===== config.mk =====
export PLATFORM = sky130hd
export DESIGN_NAME = uart_rx_tx
export DESIGN_NICKNAME = d
export VERILOG_FILES = /design/src/rtl/uart_pkg.sv /design/src/rtl/sync2.sv /design/src/rtl/uart_rx_tx.sv
export VERILOG_INCLUDE_DIRS = /design/src /design/src/rtl
export SDC_FILE = /design/constraint.sdc
export NUM_CORES = 1
export LEC_CHECK = 0
export ABC_AREA = 1
export BUFFER_PORTS_ARGS = -buffer_cell sky130_fd_sc_hd__buf_2
export CAP_MARGIN = 20
export CELL_PAD_IN_SITES_DETAIL_PLACEMENT = 1
export CELL_PAD_IN_SITES_GLOBAL_PLACEMENT = 1
export CORE_ASPECT_RATIO = 1.4
export CORE_UTILIZATION = 42
export CTS_BUF_LIST = sky130_fd_sc_hd__clkbuf_8 sky130_fd_sc_hd__clkbuf_16
export DETAILED_ROUTE_END_ITERATION = 10
export MAX_ROUTING_LAYER = met4
export PLACE_DENSITY_LB_ADDON = 0.1
export SYNTH_ARGS = -nofsm -noshare
export SYNTH_HDL_FRONTEND = slang
export SYNTH_SLANG_ARGS = --single-unit
export TNS_END_PERCENT = 50

===== constraint.sdc =====
create_clock -name aclk -period 2.15 [get_ports aclk]
set_clock_uncertainty 0.2 [all_clocks]
set_input_delay 0.215 -clock aclk [delete_from_list [all_inputs] [get_ports aclk]]
set_output_delay 0.215 -clock aclk [all_outputs]
set_load 0.02 [all_outputs]

===== src/rtl/uart_regs.svh =====
// register offsets, field positions, reset values and timing counts for the uart block
`ifndef UART_REGS_SVH
`define UART_REGS_SVH
`define RX_CTRL_OFS       8'h00
`define RX_DATA_OFS       8'h04
`define TX_CTRL_OFS       8'h08
`define TX_DATA_OFS       8'h0C
`define IRQ_STATUS_OFS    8'h10
`define IRQ_MASK_OFS      8'h14
`define BAUD_DIV_OFS      8'h18
// control bits of rx and tx control registers; the irq source bit is tx only
`define CTL_ENABLE_BIT    0
`define CTL_PAR_EN_BIT    1
`define CTL_PAR_ODD_BIT   2
`define CTL_IRQ_SRC_BIT   3
// rx status bits (read in rx control register)
`define RX_FULL_BIT       4
`define RX_PAR_ERR_BIT    5
`define RX_FRAME_ERR_BIT  6
`define RX_OVERRUN_BIT    7
// tx status bits
`define TX_EMPTY_BIT      4
`define TX_DONE_BIT       5
// interrupt status bits
`define IRQ_RX_BIT        0
`define IRQ_TX_BIT        1
`define BAUD_DIV_RESET    16'h0014
`define TICKS_PER_BIT     3'h7
`define SAMPLE_TICK       3'h3
`endif


===== src/rtl/uart_pkg.sv =====
// types shared by the uart block
package uart_pkg;
  typedef enum logic [4:0] {
    ST_IDLE   = 5'h01,
    ST_START  = 5'h02,
    ST_DATA   = 5'h04,
    ST_PARITY = 5'h08,
    ST_STOP   = 5'h10
  } frame_state_type;

  typedef struct packed {
    logic enable;
    logic par_en;
    logic par_odd;
    logic irq_src;
  } frame_cfg_type;
endpackage


===== src/rtl/sync2.sv =====
// two flip-flop synchroniser for a pin input
`timescale 1ns/1ps
module sync2 (
  input  wire logic aclk,
  input  wire logic aresetn,
  input  wire logic din,
  output logic      dout
);
  logic meta_r;
  always_ff @(posedge aclk) begin
    if (!aresetn) begin
      meta_r <= 1'b1;
      dout   <= 1'b1;
    end else begin
      meta_r <= din;
      dout   <= meta_r;
    end
  end
endmodule // sync2


===== src/rtl/uart_rx_tx.sv =====
// uart receiver and transmitter with 8x baud tick and axi4-lite registers
// Overview of operation
// - receive 8 data bits, strip start/stop
// - rx control: enable, parity check, status
// - shift register then one byte buffer
// - rx interrupt on buffer full
// - status read clears all but full
// - unread buffer keeps interrupt asserted
// - missing stop bit flags framing error
// - empty shifter loads holding byte, sends frame
// - holding register free once shifter loaded
// - tx control: parity select, completion status
// - tx irq on empty or complete
// - empty irq needs one priming write
// - status read clears all but empty
// - interrupt entry clears nothing
`timescale 1ns/1ps
`include "uart_regs.svh"
module uart_rx_tx (
  input  wire logic        aclk,
  input  wire logic        aresetn,
  input  wire logic [7:0]  s_axi_awaddr,
  input  wire logic        s_axi_awvalid,
  output logic             s_axi_awready,
  input  wire logic [31:0] s_axi_wdata,
  input  wire logic [3:0]  s_axi_wstrb,
  input  wire logic        s_axi_wvalid,
  output logic             s_axi_wready,
  output logic [1:0]       s_axi_bresp,
  output logic             s_axi_bvalid,
  input  wire logic        s_axi_bready,
  input  wire logic [7:0]  s_axi_araddr,
  input  wire logic        s_axi_arvalid,
  output logic             s_axi_arready,
  output logic [31:0]      s_axi_rdata,
  output logic [1:0]       s_axi_rresp,
  output logic             s_axi_rvalid,
  input  wire logic        s_axi_rready,
  input  wire logic        rx_serial_in,
  output logic             tx_serial_out,
  output logic             irq
);

  typedef struct packed {
    logic                      aw_got;
    logic [7:0]                aw_addr;
    logic                      w_got;
    logic [7:0]                w_data;
    logic [7:0]                w_hi;
    logic [3:0]                w_strb;
    logic                      bvalid;
    logic                      rvalid;
    logic [31:0]               rdata;
    logic [1:0]                rresp;
    logic [1:0]                bresp;
    logic [15:0]               baud_div;
    logic [15:0]               baud_cnt;
    uart_pkg::frame_cfg_type   rx_cfg;
    uart_pkg::frame_cfg_type   tx_cfg;
    uart_pkg::frame_state_type rx_state;
    logic [2:0]                rx_tick;
    logic [2:0]                rx_bit;
    logic [7:0]                rx_shift;
    logic                      rx_par;
    logic [7:0]                rx_buf;
    logic                      rx_full;
    logic                      rx_par_err;
    logic                      rx_frame_err;
    logic                      rx_overrun;
    uart_pkg::frame_state_type tx_state;
    logic [2:0]                tx_tick;
    logic [2:0]                tx_bit;
    logic [7:0]                tx_shift;
    logic                      tx_par;
    logic [7:0]                tx_hold;
    logic                      tx_empty;
    logic                      tx_primed;
    logic                      tx_done;
    logic                      tx_line;
    logic [1:0]                irq_stat;
    logic [1:0]                irq_mask;
  } state_type;

  state_type st_r;
  state_type st_nxt;
  logic      rx_pin;
  logic      tick;
  logic      wr_fire;
  logic      rd_fire;
  logic [7:0] ra;
  logic      rx_src;
  logic      tx_src;

  // line input is asynchronous to aclk
  sync2 u_rx_sync (
    .aclk    (aclk),
    .aresetn (aresetn),
    .din     (rx_serial_in),
    .dout    (rx_pin)
  );

  assign s_axi_awready = !st_r.aw_got && !st_r.bvalid;
  assign s_axi_wready  = !st_r.w_got && !st_r.bvalid;
  assign s_axi_arready = !st_r.rvalid;
  assign s_axi_bvalid  = st_r.bvalid;
  assign s_axi_bresp   = st_r.bresp;
  assign s_axi_rvalid  = st_r.rvalid;
  assign s_axi_rdata   = st_r.rdata;
  assign s_axi_rresp   = st_r.rresp;
  assign tx_serial_out = st_r.tx_line;
  assign tick          = (st_r.baud_cnt == 16'h0000);
  assign wr_fire       = st_r.aw_got && st_r.w_got && !st_r.bvalid;
  assign rd_fire       = s_axi_arvalid && !st_r.rvalid;
  assign ra            = s_axi_araddr;
  assign irq           = |(st_r.irq_stat & st_r.irq_mask);
  // irq level sources; they stay high until firmware clears the cause
  assign rx_src = st_r.rx_cfg.enable && st_r.rx_full;
  assign tx_src = st_r.tx_cfg.enable && (st_r.tx_cfg.irq_src ? st_r.tx_done
                  : (st_r.tx_empty && st_r.tx_primed));

  always_comb begin
    st_nxt = st_r;
    // baud tick generator; one tick is one eighth of a bit period
    if (tick) begin
      st_nxt.baud_cnt = st_r.baud_div;
    end else begin
      st_nxt.baud_cnt = st_r.baud_cnt - 16'h0001;
    end

    // read clears go first, so a hardware set in the same cycle wins
    if (rd_fire && ra == `RX_CTRL_OFS) begin
      // only the error flags clear; buffer full waits for a data read
      st_nxt.rx_par_err   = 1'b0;
      st_nxt.rx_frame_err = 1'b0;
      st_nxt.rx_overrun   = 1'b0;
    end
    if (rd_fire && ra == `RX_DATA_OFS) begin
      st_nxt.rx_full = 1'b0;
    end
    if (rd_fire && ra == `TX_CTRL_OFS) begin
      st_nxt.tx_done = 1'b0;
    end

    // ---------------- axi4-lite write side
    if (s_axi_awvalid && s_axi_awready) begin
      st_nxt.aw_got  = 1'b1;
      st_nxt.aw_addr = s_axi_awaddr;
    end
    if (s_axi_wvalid && s_axi_wready) begin
      st_nxt.w_got  = 1'b1;
      st_nxt.w_data = s_axi_wdata[7:0];
      st_nxt.w_hi   = s_axi_wdata[15:8];
      st_nxt.w_strb = s_axi_wstrb;
    end
    if (st_r.bvalid && s_axi_bready) begin
      st_nxt.bvalid = 1'b0;
    end
    if (st_r.rvalid && s_axi_rready) begin
      st_nxt.rvalid = 1'b0;
    end

    // ---------------- receiver
    if (tick && st_r.rx_cfg.enable) begin
      st_nxt.rx_tick = st_r.rx_tick + 3'h1;
      case (st_r.rx_state)
        uart_pkg::ST_IDLE: begin
          st_nxt.rx_tick = 3'h0;
          if (!rx_pin) begin
            st_nxt.rx_state = uart_pkg::ST_START;
          end
        end
        uart_pkg::ST_START: begin
          // the start bit must still be low at mid-bit, otherwise it was a glitch
          if (st_r.rx_tick == `SAMPLE_TICK) begin
            if (rx_pin) begin
              st_nxt.rx_state = uart_pkg::ST_IDLE;
            end
          end
          if (st_r.rx_tick == `TICKS_PER_BIT) begin
            st_nxt.rx_state = uart_pkg::ST_DATA;
            st_nxt.rx_bit   = 3'h0;
            st_nxt.rx_par   = st_r.rx_cfg.par_odd;
          end
        end
        uart_pkg::ST_DATA: begin
          if (st_r.rx_tick == `SAMPLE_TICK) begin
            st_nxt.rx_shift = {rx_pin, st_r.rx_shift[7:1]};
            st_nxt.rx_par   = st_r.rx_par ^ rx_pin;
          end
          if (st_r.rx_tick == `TICKS_PER_BIT) begin
            st_nxt.rx_bit = st_r.rx_bit + 3'h1;
            if (st_r.rx_bit == 3'h7) begin
              st_nxt.rx_state = st_r.rx_cfg.par_en ? uart_pkg::ST_PARITY
                                                   : uart_pkg::ST_STOP;
            end
          end
        end
        uart_pkg::ST_PARITY: begin
          if (st_r.rx_tick == `SAMPLE_TICK && (st_r.rx_par ^ rx_pin)) begin
            st_nxt.rx_par_err = 1'b1;
          end
          if (st_r.rx_tick == `TICKS_PER_BIT) begin
            st_nxt.rx_state = uart_pkg::ST_STOP;
          end
        end
        default: begin
          // stop bit is judged at mid-bit so a following start edge is not missed
          if (st_r.rx_tick == `SAMPLE_TICK) begin
            st_nxt.rx_state = uart_pkg::ST_IDLE;
            if (!rx_pin) begin
              // low line here is taken as a new start on the next tick
              st_nxt.rx_frame_err = 1'b1;
            end
            if (st_r.rx_full) begin
              st_nxt.rx_overrun = 1'b1;
            end
            st_nxt.rx_buf  = st_r.rx_shift;
            st_nxt.rx_full = 1'b1;
          end
        end
      endcase
    end
    if (!st_r.rx_cfg.enable) begin
      st_nxt.rx_state = uart_pkg::ST_IDLE;
    end

    // transmitter; the rx pin is never looked at here
    if (tick && st_r.tx_cfg.enable) begin
      st_nxt.tx_tick = st_r.tx_tick + 3'h1;
      case (st_r.tx_state)
        uart_pkg::ST_IDLE: begin
          st_nxt.tx_tick = 3'h0;
          st_nxt.tx_line = 1'b1;
          if (!st_r.tx_empty) begin
            st_nxt.tx_shift = st_r.tx_hold;
            st_nxt.tx_empty = 1'b1;
            st_nxt.tx_par   = st_r.tx_cfg.par_odd ^ (^st_r.tx_hold);
            st_nxt.tx_line  = 1'b0;
            st_nxt.tx_state = uart_pkg::ST_START;
          end
        end
        uart_pkg::ST_START: begin
          if (st_r.tx_tick == `TICKS_PER_BIT) begin
            st_nxt.tx_state = uart_pkg::ST_DATA;
            st_nxt.tx_bit   = 3'h0;
            st_nxt.tx_line  = st_r.tx_shift[0];
          end
        end
        uart_pkg::ST_DATA: begin
          if (st_r.tx_tick == `TICKS_PER_BIT) begin
            st_nxt.tx_bit   = st_r.tx_bit + 3'h1;
            st_nxt.tx_shift = {1'b0, st_r.tx_shift[7:1]};
            st_nxt.tx_line  = st_r.tx_shift[1];
            if (st_r.tx_bit == 3'h7) begin
              st_nxt.tx_state = st_r.tx_cfg.par_en ? uart_pkg::ST_PARITY
                                                   : uart_pkg::ST_STOP;
              st_nxt.tx_line  = st_r.tx_cfg.par_en ? st_r.tx_par : 1'b1;
            end
          end
        end
        uart_pkg::ST_PARITY: begin
          if (st_r.tx_tick == `TICKS_PER_BIT) begin
            st_nxt.tx_state = uart_pkg::ST_STOP;
            st_nxt.tx_line  = 1'b1;
          end
        end
        default: begin
          // complete only after the full stop bit has left the pin
          if (st_r.tx_tick == `TICKS_PER_BIT) begin
            st_nxt.tx_state = uart_pkg::ST_IDLE;
            st_nxt.tx_done  = 1'b1;
          end
        end
      endcase
    end
    if (!st_r.tx_cfg.enable) begin
      st_nxt.tx_state = uart_pkg::ST_IDLE;
      st_nxt.tx_line  = 1'b1;
    end

    // ---------------- register reads; their clears are applied near the top, except the irq status clear below
    if (rd_fire) begin
      st_nxt.rvalid = 1'b1;
      st_nxt.rresp  = 2'b00;
      st_nxt.rdata  = 32'h0000_0000;
      if (ra == `RX_CTRL_OFS) begin
        st_nxt.rdata[`CTL_ENABLE_BIT]   = st_r.rx_cfg.enable;
        st_nxt.rdata[`CTL_PAR_EN_BIT]   = st_r.rx_cfg.par_en;
        st_nxt.rdata[`CTL_PAR_ODD_BIT]  = st_r.rx_cfg.par_odd;
        st_nxt.rdata[`RX_FULL_BIT]      = st_r.rx_full;
        st_nxt.rdata[`RX_PAR_ERR_BIT]   = st_r.rx_par_err;
        st_nxt.rdata[`RX_FRAME_ERR_BIT] = st_r.rx_frame_err;
        st_nxt.rdata[`RX_OVERRUN_BIT]   = st_r.rx_overrun;
      end else if (ra == `RX_DATA_OFS) begin
        st_nxt.rdata[7:0] = st_r.rx_buf;
      end else if (ra == `TX_CTRL_OFS) begin
        st_nxt.rdata[`CTL_ENABLE_BIT]  = st_r.tx_cfg.enable;
        st_nxt.rdata[`CTL_PAR_EN_BIT]  = st_r.tx_cfg.par_en;
        st_nxt.rdata[`CTL_PAR_ODD_BIT] = st_r.tx_cfg.par_odd;
        st_nxt.rdata[`CTL_IRQ_SRC_BIT] = st_r.tx_cfg.irq_src;
        st_nxt.rdata[`TX_EMPTY_BIT]    = st_r.tx_empty;
        st_nxt.rdata[`TX_DONE_BIT]     = st_r.tx_done;
      end else if (ra == `TX_DATA_OFS) begin
        st_nxt.rdata[7:0] = st_r.tx_hold;
      end else if (ra == `IRQ_STATUS_OFS) begin
        st_nxt.rdata[1:0] = st_r.irq_stat;
        st_nxt.irq_stat   = 2'b00;
      end else if (ra == `IRQ_MASK_OFS) begin
        st_nxt.rdata[1:0] = st_r.irq_mask;
      end else if (ra == `BAUD_DIV_OFS) begin
        st_nxt.rdata[15:0] = st_r.baud_div;
      end else begin
        st_nxt.rresp = 2'b10;
      end
    end

    // ---------------- register writes
    if (wr_fire) begin
      st_nxt.aw_got = 1'b0;
      st_nxt.w_got  = 1'b0;
      st_nxt.bvalid = 1'b1;
      st_nxt.bresp  = 2'b00;
      if (st_r.aw_addr == `RX_CTRL_OFS) begin
        if (st_r.w_strb[0]) begin
          st_nxt.rx_cfg.enable  = st_r.w_data[`CTL_ENABLE_BIT];
          st_nxt.rx_cfg.par_en  = st_r.w_data[`CTL_PAR_EN_BIT];
          st_nxt.rx_cfg.par_odd = st_r.w_data[`CTL_PAR_ODD_BIT];
        end
      end else if (st_r.aw_addr == `TX_CTRL_OFS) begin
        if (st_r.w_strb[0]) begin
          st_nxt.tx_cfg.enable  = st_r.w_data[`CTL_ENABLE_BIT];
          st_nxt.tx_cfg.par_en  = st_r.w_data[`CTL_PAR_EN_BIT];
          st_nxt.tx_cfg.par_odd = st_r.w_data[`CTL_PAR_ODD_BIT];
          st_nxt.tx_cfg.irq_src = st_r.w_data[`CTL_IRQ_SRC_BIT];
        end
      end else if (st_r.aw_addr == `TX_DATA_OFS) begin
        // a write while full overwrites the waiting byte
        if (st_r.w_strb[0]) begin
          st_nxt.tx_hold   = st_r.w_data;
          st_nxt.tx_empty  = 1'b0;
          st_nxt.tx_primed = 1'b1;
        end
      end else if (st_r.aw_addr == `IRQ_MASK_OFS) begin
        if (st_r.w_strb[0]) begin
          st_nxt.irq_mask = st_r.w_data[1:0];
        end
      end else if (st_r.aw_addr == `BAUD_DIV_OFS) begin
        if (st_r.w_strb[0]) begin
          st_nxt.baud_div[7:0] = st_r.w_data;
        end
        if (st_r.w_strb[1]) begin
          st_nxt.baud_div[15:8] = st_r.w_hi;
        end
      end else if (st_r.aw_addr == `RX_DATA_OFS || st_r.aw_addr == `IRQ_STATUS_OFS) begin
        st_nxt.bresp = 2'b00;
      end else begin
        st_nxt.bresp = 2'b10;
      end
    end

    // sticky interrupt status; a set wins over the read clear above
    if (rx_src) begin
      st_nxt.irq_stat[`IRQ_RX_BIT] = 1'b1;
    end
    if (tx_src) begin
      st_nxt.irq_stat[`IRQ_TX_BIT] = 1'b1;
    end
  end

  always_ff @(posedge aclk) begin
    if (!aresetn) begin
      st_r          <= '0;
      st_r.baud_div <= `BAUD_DIV_RESET;
      st_r.rx_state <= uart_pkg::ST_IDLE;
      st_r.tx_state <= uart_pkg::ST_IDLE;
      st_r.tx_empty <= 1'b1;
      st_r.tx_line  <= 1'b1;
    end else begin
      st_r <= st_nxt;
    end
  end
endmodule // uart_rx_tx


==> run metrics <==
max-slew violations=0; min cycle time layout=2.00 ns; Syn. warnings=0; CORE AREA=18000 um^2; DR pass1 iterations=4; switching share of power=30.2%; kind of start point of the critical path=flip-flop; Async SR Flop Fraction=0%; required time of the critical path=2.31 ns; Comb pwr share=18.6%; vias per inst=5.08; fill count=2355; Least-Margin Pin Slew=0.668 ns; Chip Width=117 um; most used routing layer in global routing=met2; crit-path cells=inv_1, ha_1, inv_1, nor2_1, nand3_1, nor2_4, nand3_4, clkinv_2, nand3_4, buf_4, a21oi_2; Cell Area, Synth=7730 um^2; Main synth FF type=dfxtp_1; share of cells above drive strength 1=16.2%; CTS clk-pin slew, worst paths=0.06 ns; Die Y=163 um; final number of setup-violating endpoints=0; M3 GR Usage=3.57%; detailed-route DRC error count=0; power share of the clock group=38.2%; met1 usage=28.9%; WL final=22300 um; internal power=0.00514 W; critical path's slowest cell=dfxtp_1; Num CTS Buffers=17; Max rail drop VDD=530 uV; row cnt=58; Avg Inst Size Synth=7.20 um^2; Arr. time, crit path=2.16 ns; DP Area=8200 um^2; global-route wire length before repair=36300 um; fin util=50.4%; Hold Vio Cnt, Final=0; Lkg Pwr=3.83 nW; dpl hpwl=16000 um; slowest cell delay on critical path=0.31 ns; final clock period utilization by the worst path=92.9%; post-synthesis sequential area ratio=40.7%; Overflow after GRT=0; largest net degree at the start of global routing=96; port bufs=66; root buf cell=clkbuf_16; Max-Cap Viols=0; sink count of the clock tree=157; Hold WC Path Type=in2reg; Synth Register Bits=157; TritonCTS clock tree=built; Synth cell types=48; IO Pins=103; vias in the first global route=7310; FMAX=0.501 GHz; run status=finished, final reports clean; n_diodes=0; Max H-tree Level=4; Critical Path End Type=flip-flop; crit-path max FO=16; cell area after layout=9080 um^2; Avg WL per Cell=15.7 um; Reg power frac=43.2%; area added between synthesis and finish=17.4%; CTS max path bufs=2; Crit Path Class=reg2reg; Vias=7183; initial antenna violation count=0; Initial Util=43.0%; Cell Pwr Density=812 nW/um^2; EDFF count, synth=0; Net Switching=0.00222 W; Layout Nets=1236; slew margin rel.=55.4%; DR iter-0 viols=249; Placer Congestion=0.840; Clk Latency, worst-skew pair=0.43 ns; grt met2 use=45.1%; Post-Syn Instances=1074; Total GRT Usage=25.6%; die area=19000 um^2; DRT antenna net count=0
cell usage in the layout (no fill, tap or decap), types with 3 or more instances in the layout:
master	Yosys	routed
nor2_4	12	12
nand3_4	3	3
xnor2_1	7	7
a31oi_1	6	6
inv_1	111	111
ha_1	11	9
nand2_2	8	8
nor3_1	7	7
o211ai_1	4	4
clkinvlp_4	0	5
nand3_2	6	7
nor2_2	11	11
or2_2	3	3
a21oi_2	4	4
buf_4	38	25
o21ai_1	0	3
a21oi_1	110	110
nor2_1	139	139
nand2_1	185	185
inv_2	7	7
clkinv_2	2	4
clkbuf_16	0	17
a211oi_1	9	9
o21ai_0	100	97
dfxtp_1	157	157
nand3_1	58	57
conb_1	1	18
nand4_1	17	17
buf_2	3	66
xor2_1	7	7
dlygate4sd3_1	0	29
state kept, by name (all words and copies together) (netlist names):
register          flops
s_axi_rresp           1
s_axi_bvalid          1
s_axi_rvalid          1
s_axi_bresp           1
st_r                134
u_rx_sync.dout        1
u_rx_sync.meta_r      1
tx_serial_out         1
s_axi_rdata          16
layout make-up:
class | instances | area [um^2] | area share, %
Clock buffer | 18 | 439 | 4.84
Timing Repair Buffer | 121 | 828 | 9.13
Sequential cell | 157 | 3140 | 34.6
Tap cell | 240 | 300 | 3.31
Clock inverter | 10 | 95.1 | 1.05
Inverter | 122 | 465 | 5.13
Multi-Input combinational cell | 746 | 3800 | 41.9
final timing paths:
path / start / end / slack, ns / cells after the start
max: st_r[77] / st_r[54] / 0.15 / 11
min: aresetn / st_r[96] / 0.10 / 3
max reg2reg: st_r[77] / st_r[54] / 0.15 / 11
min reg2reg: u_rx_sync.meta_r / u_rx_sync.dout / 0.22 / 1
metrics by stage:
stage | std cells | total power [W] | TNS [ns] | setup slack [ns] | hold WS, ns
after floorplan | 1091 | 0.00426 | 0 | 0.354 | 0.122
after global placement | 1353 | 0.00454 | 0 | 0.156 | 0.200
after detailed placement | 1353 | 0.00457 | 0 | 0.140 | 0.204
after CTS | 1410 | 0.00743 | 0 | 0.119 | 0.107
after global routing | 1414 | 0.00772 | -0.0164 | -0.0101 | 0.128
final | 1414 | 0.00737 | 0 | 0.153 | 0.101
logic make-up (layout without fill, tap and decap cells):
logic type                 Yosys count  after routing  share of synthesized area (%)
buffers and inverters              188            271                           11.2
and+or+nand+nor                    462            462                           28.1
DFF                                157            157                           40.7
other                                1             18                         0.0485
xor gates and xnor gates            14             14                           1.59
adders and majority gates           11             11                           1.78
AOI/OAI and AO/OA                  241            241                           16.6
what timing repair did:
item / in CTS / in global routing
hold buffers: 29 / 0
resized for setup: 0 / 7
endpoints found under the setup margin: 0 / 13
buffers inserted: 0 / 4
endpoints found under the hold margin: 29 / 0
routing by layer:
metal | part of all wire (%) | routed length (um)
met2 | 52 | 11600
met5 | 0 | 0
met4 | 2.8 | 623
met3 | 2.4 | 530
met1 | 43 | 9550
synthesized netlist by cell type, types with 3 or more instances:
cell type	number	area share [%]
a211oi_1	9	0.87
a21oi_1	110	7.1
a21oi_2	4	0.45
a31oi_1	6	0.49
buf_2	3	0.19
buf_4	38	3.7
clkbuf_1	23	1.1
dfxtp_1	157	41
ha_1	11	1.8
inv_1	111	5.4
inv_2	7	0.34
nand2_1	185	9.0
nand2_2	8	0.65
nand3_1	58	3.8
nand3_2	6	0.78
nand3_4	3	0.68
nand4_1	17	1.4
nor2_1	139	6.7
nor2_2	11	0.89
nor2_4	12	1.7
nor3_1	7	0.45
o211ai_1	4	0.39
o21ai_0	100	6.5
or2_2	3	0.24
xnor2_1	7	0.79
xor2_1	7	0.79
critical path: cells and delay by family, from the launching register on:
family                   cells  cell delay, ns
adder cells (fa/ha/maj)      1            0.21
buffers and inverters        4            0.44
AO/OA/AOI/OAI                1            0.12
AND/OR/NAND/NOR              5            0.64
flip-flops                   1            0.31
power by group through the flow:
stage                     combinational, W  sequential [W]  clock, W
after global routing               0.00154         0.00320   0.00297
after CTS                          0.00138         0.00318   0.00287
after global placement             0.00130         0.00324         0
after detailed placement           0.00133         0.00324         0
final                              0.00137         0.00318   0.00281
after floorplan                    0.00104         0.00322         0
No activity file was read; power rests on OpenSTA's default activity.
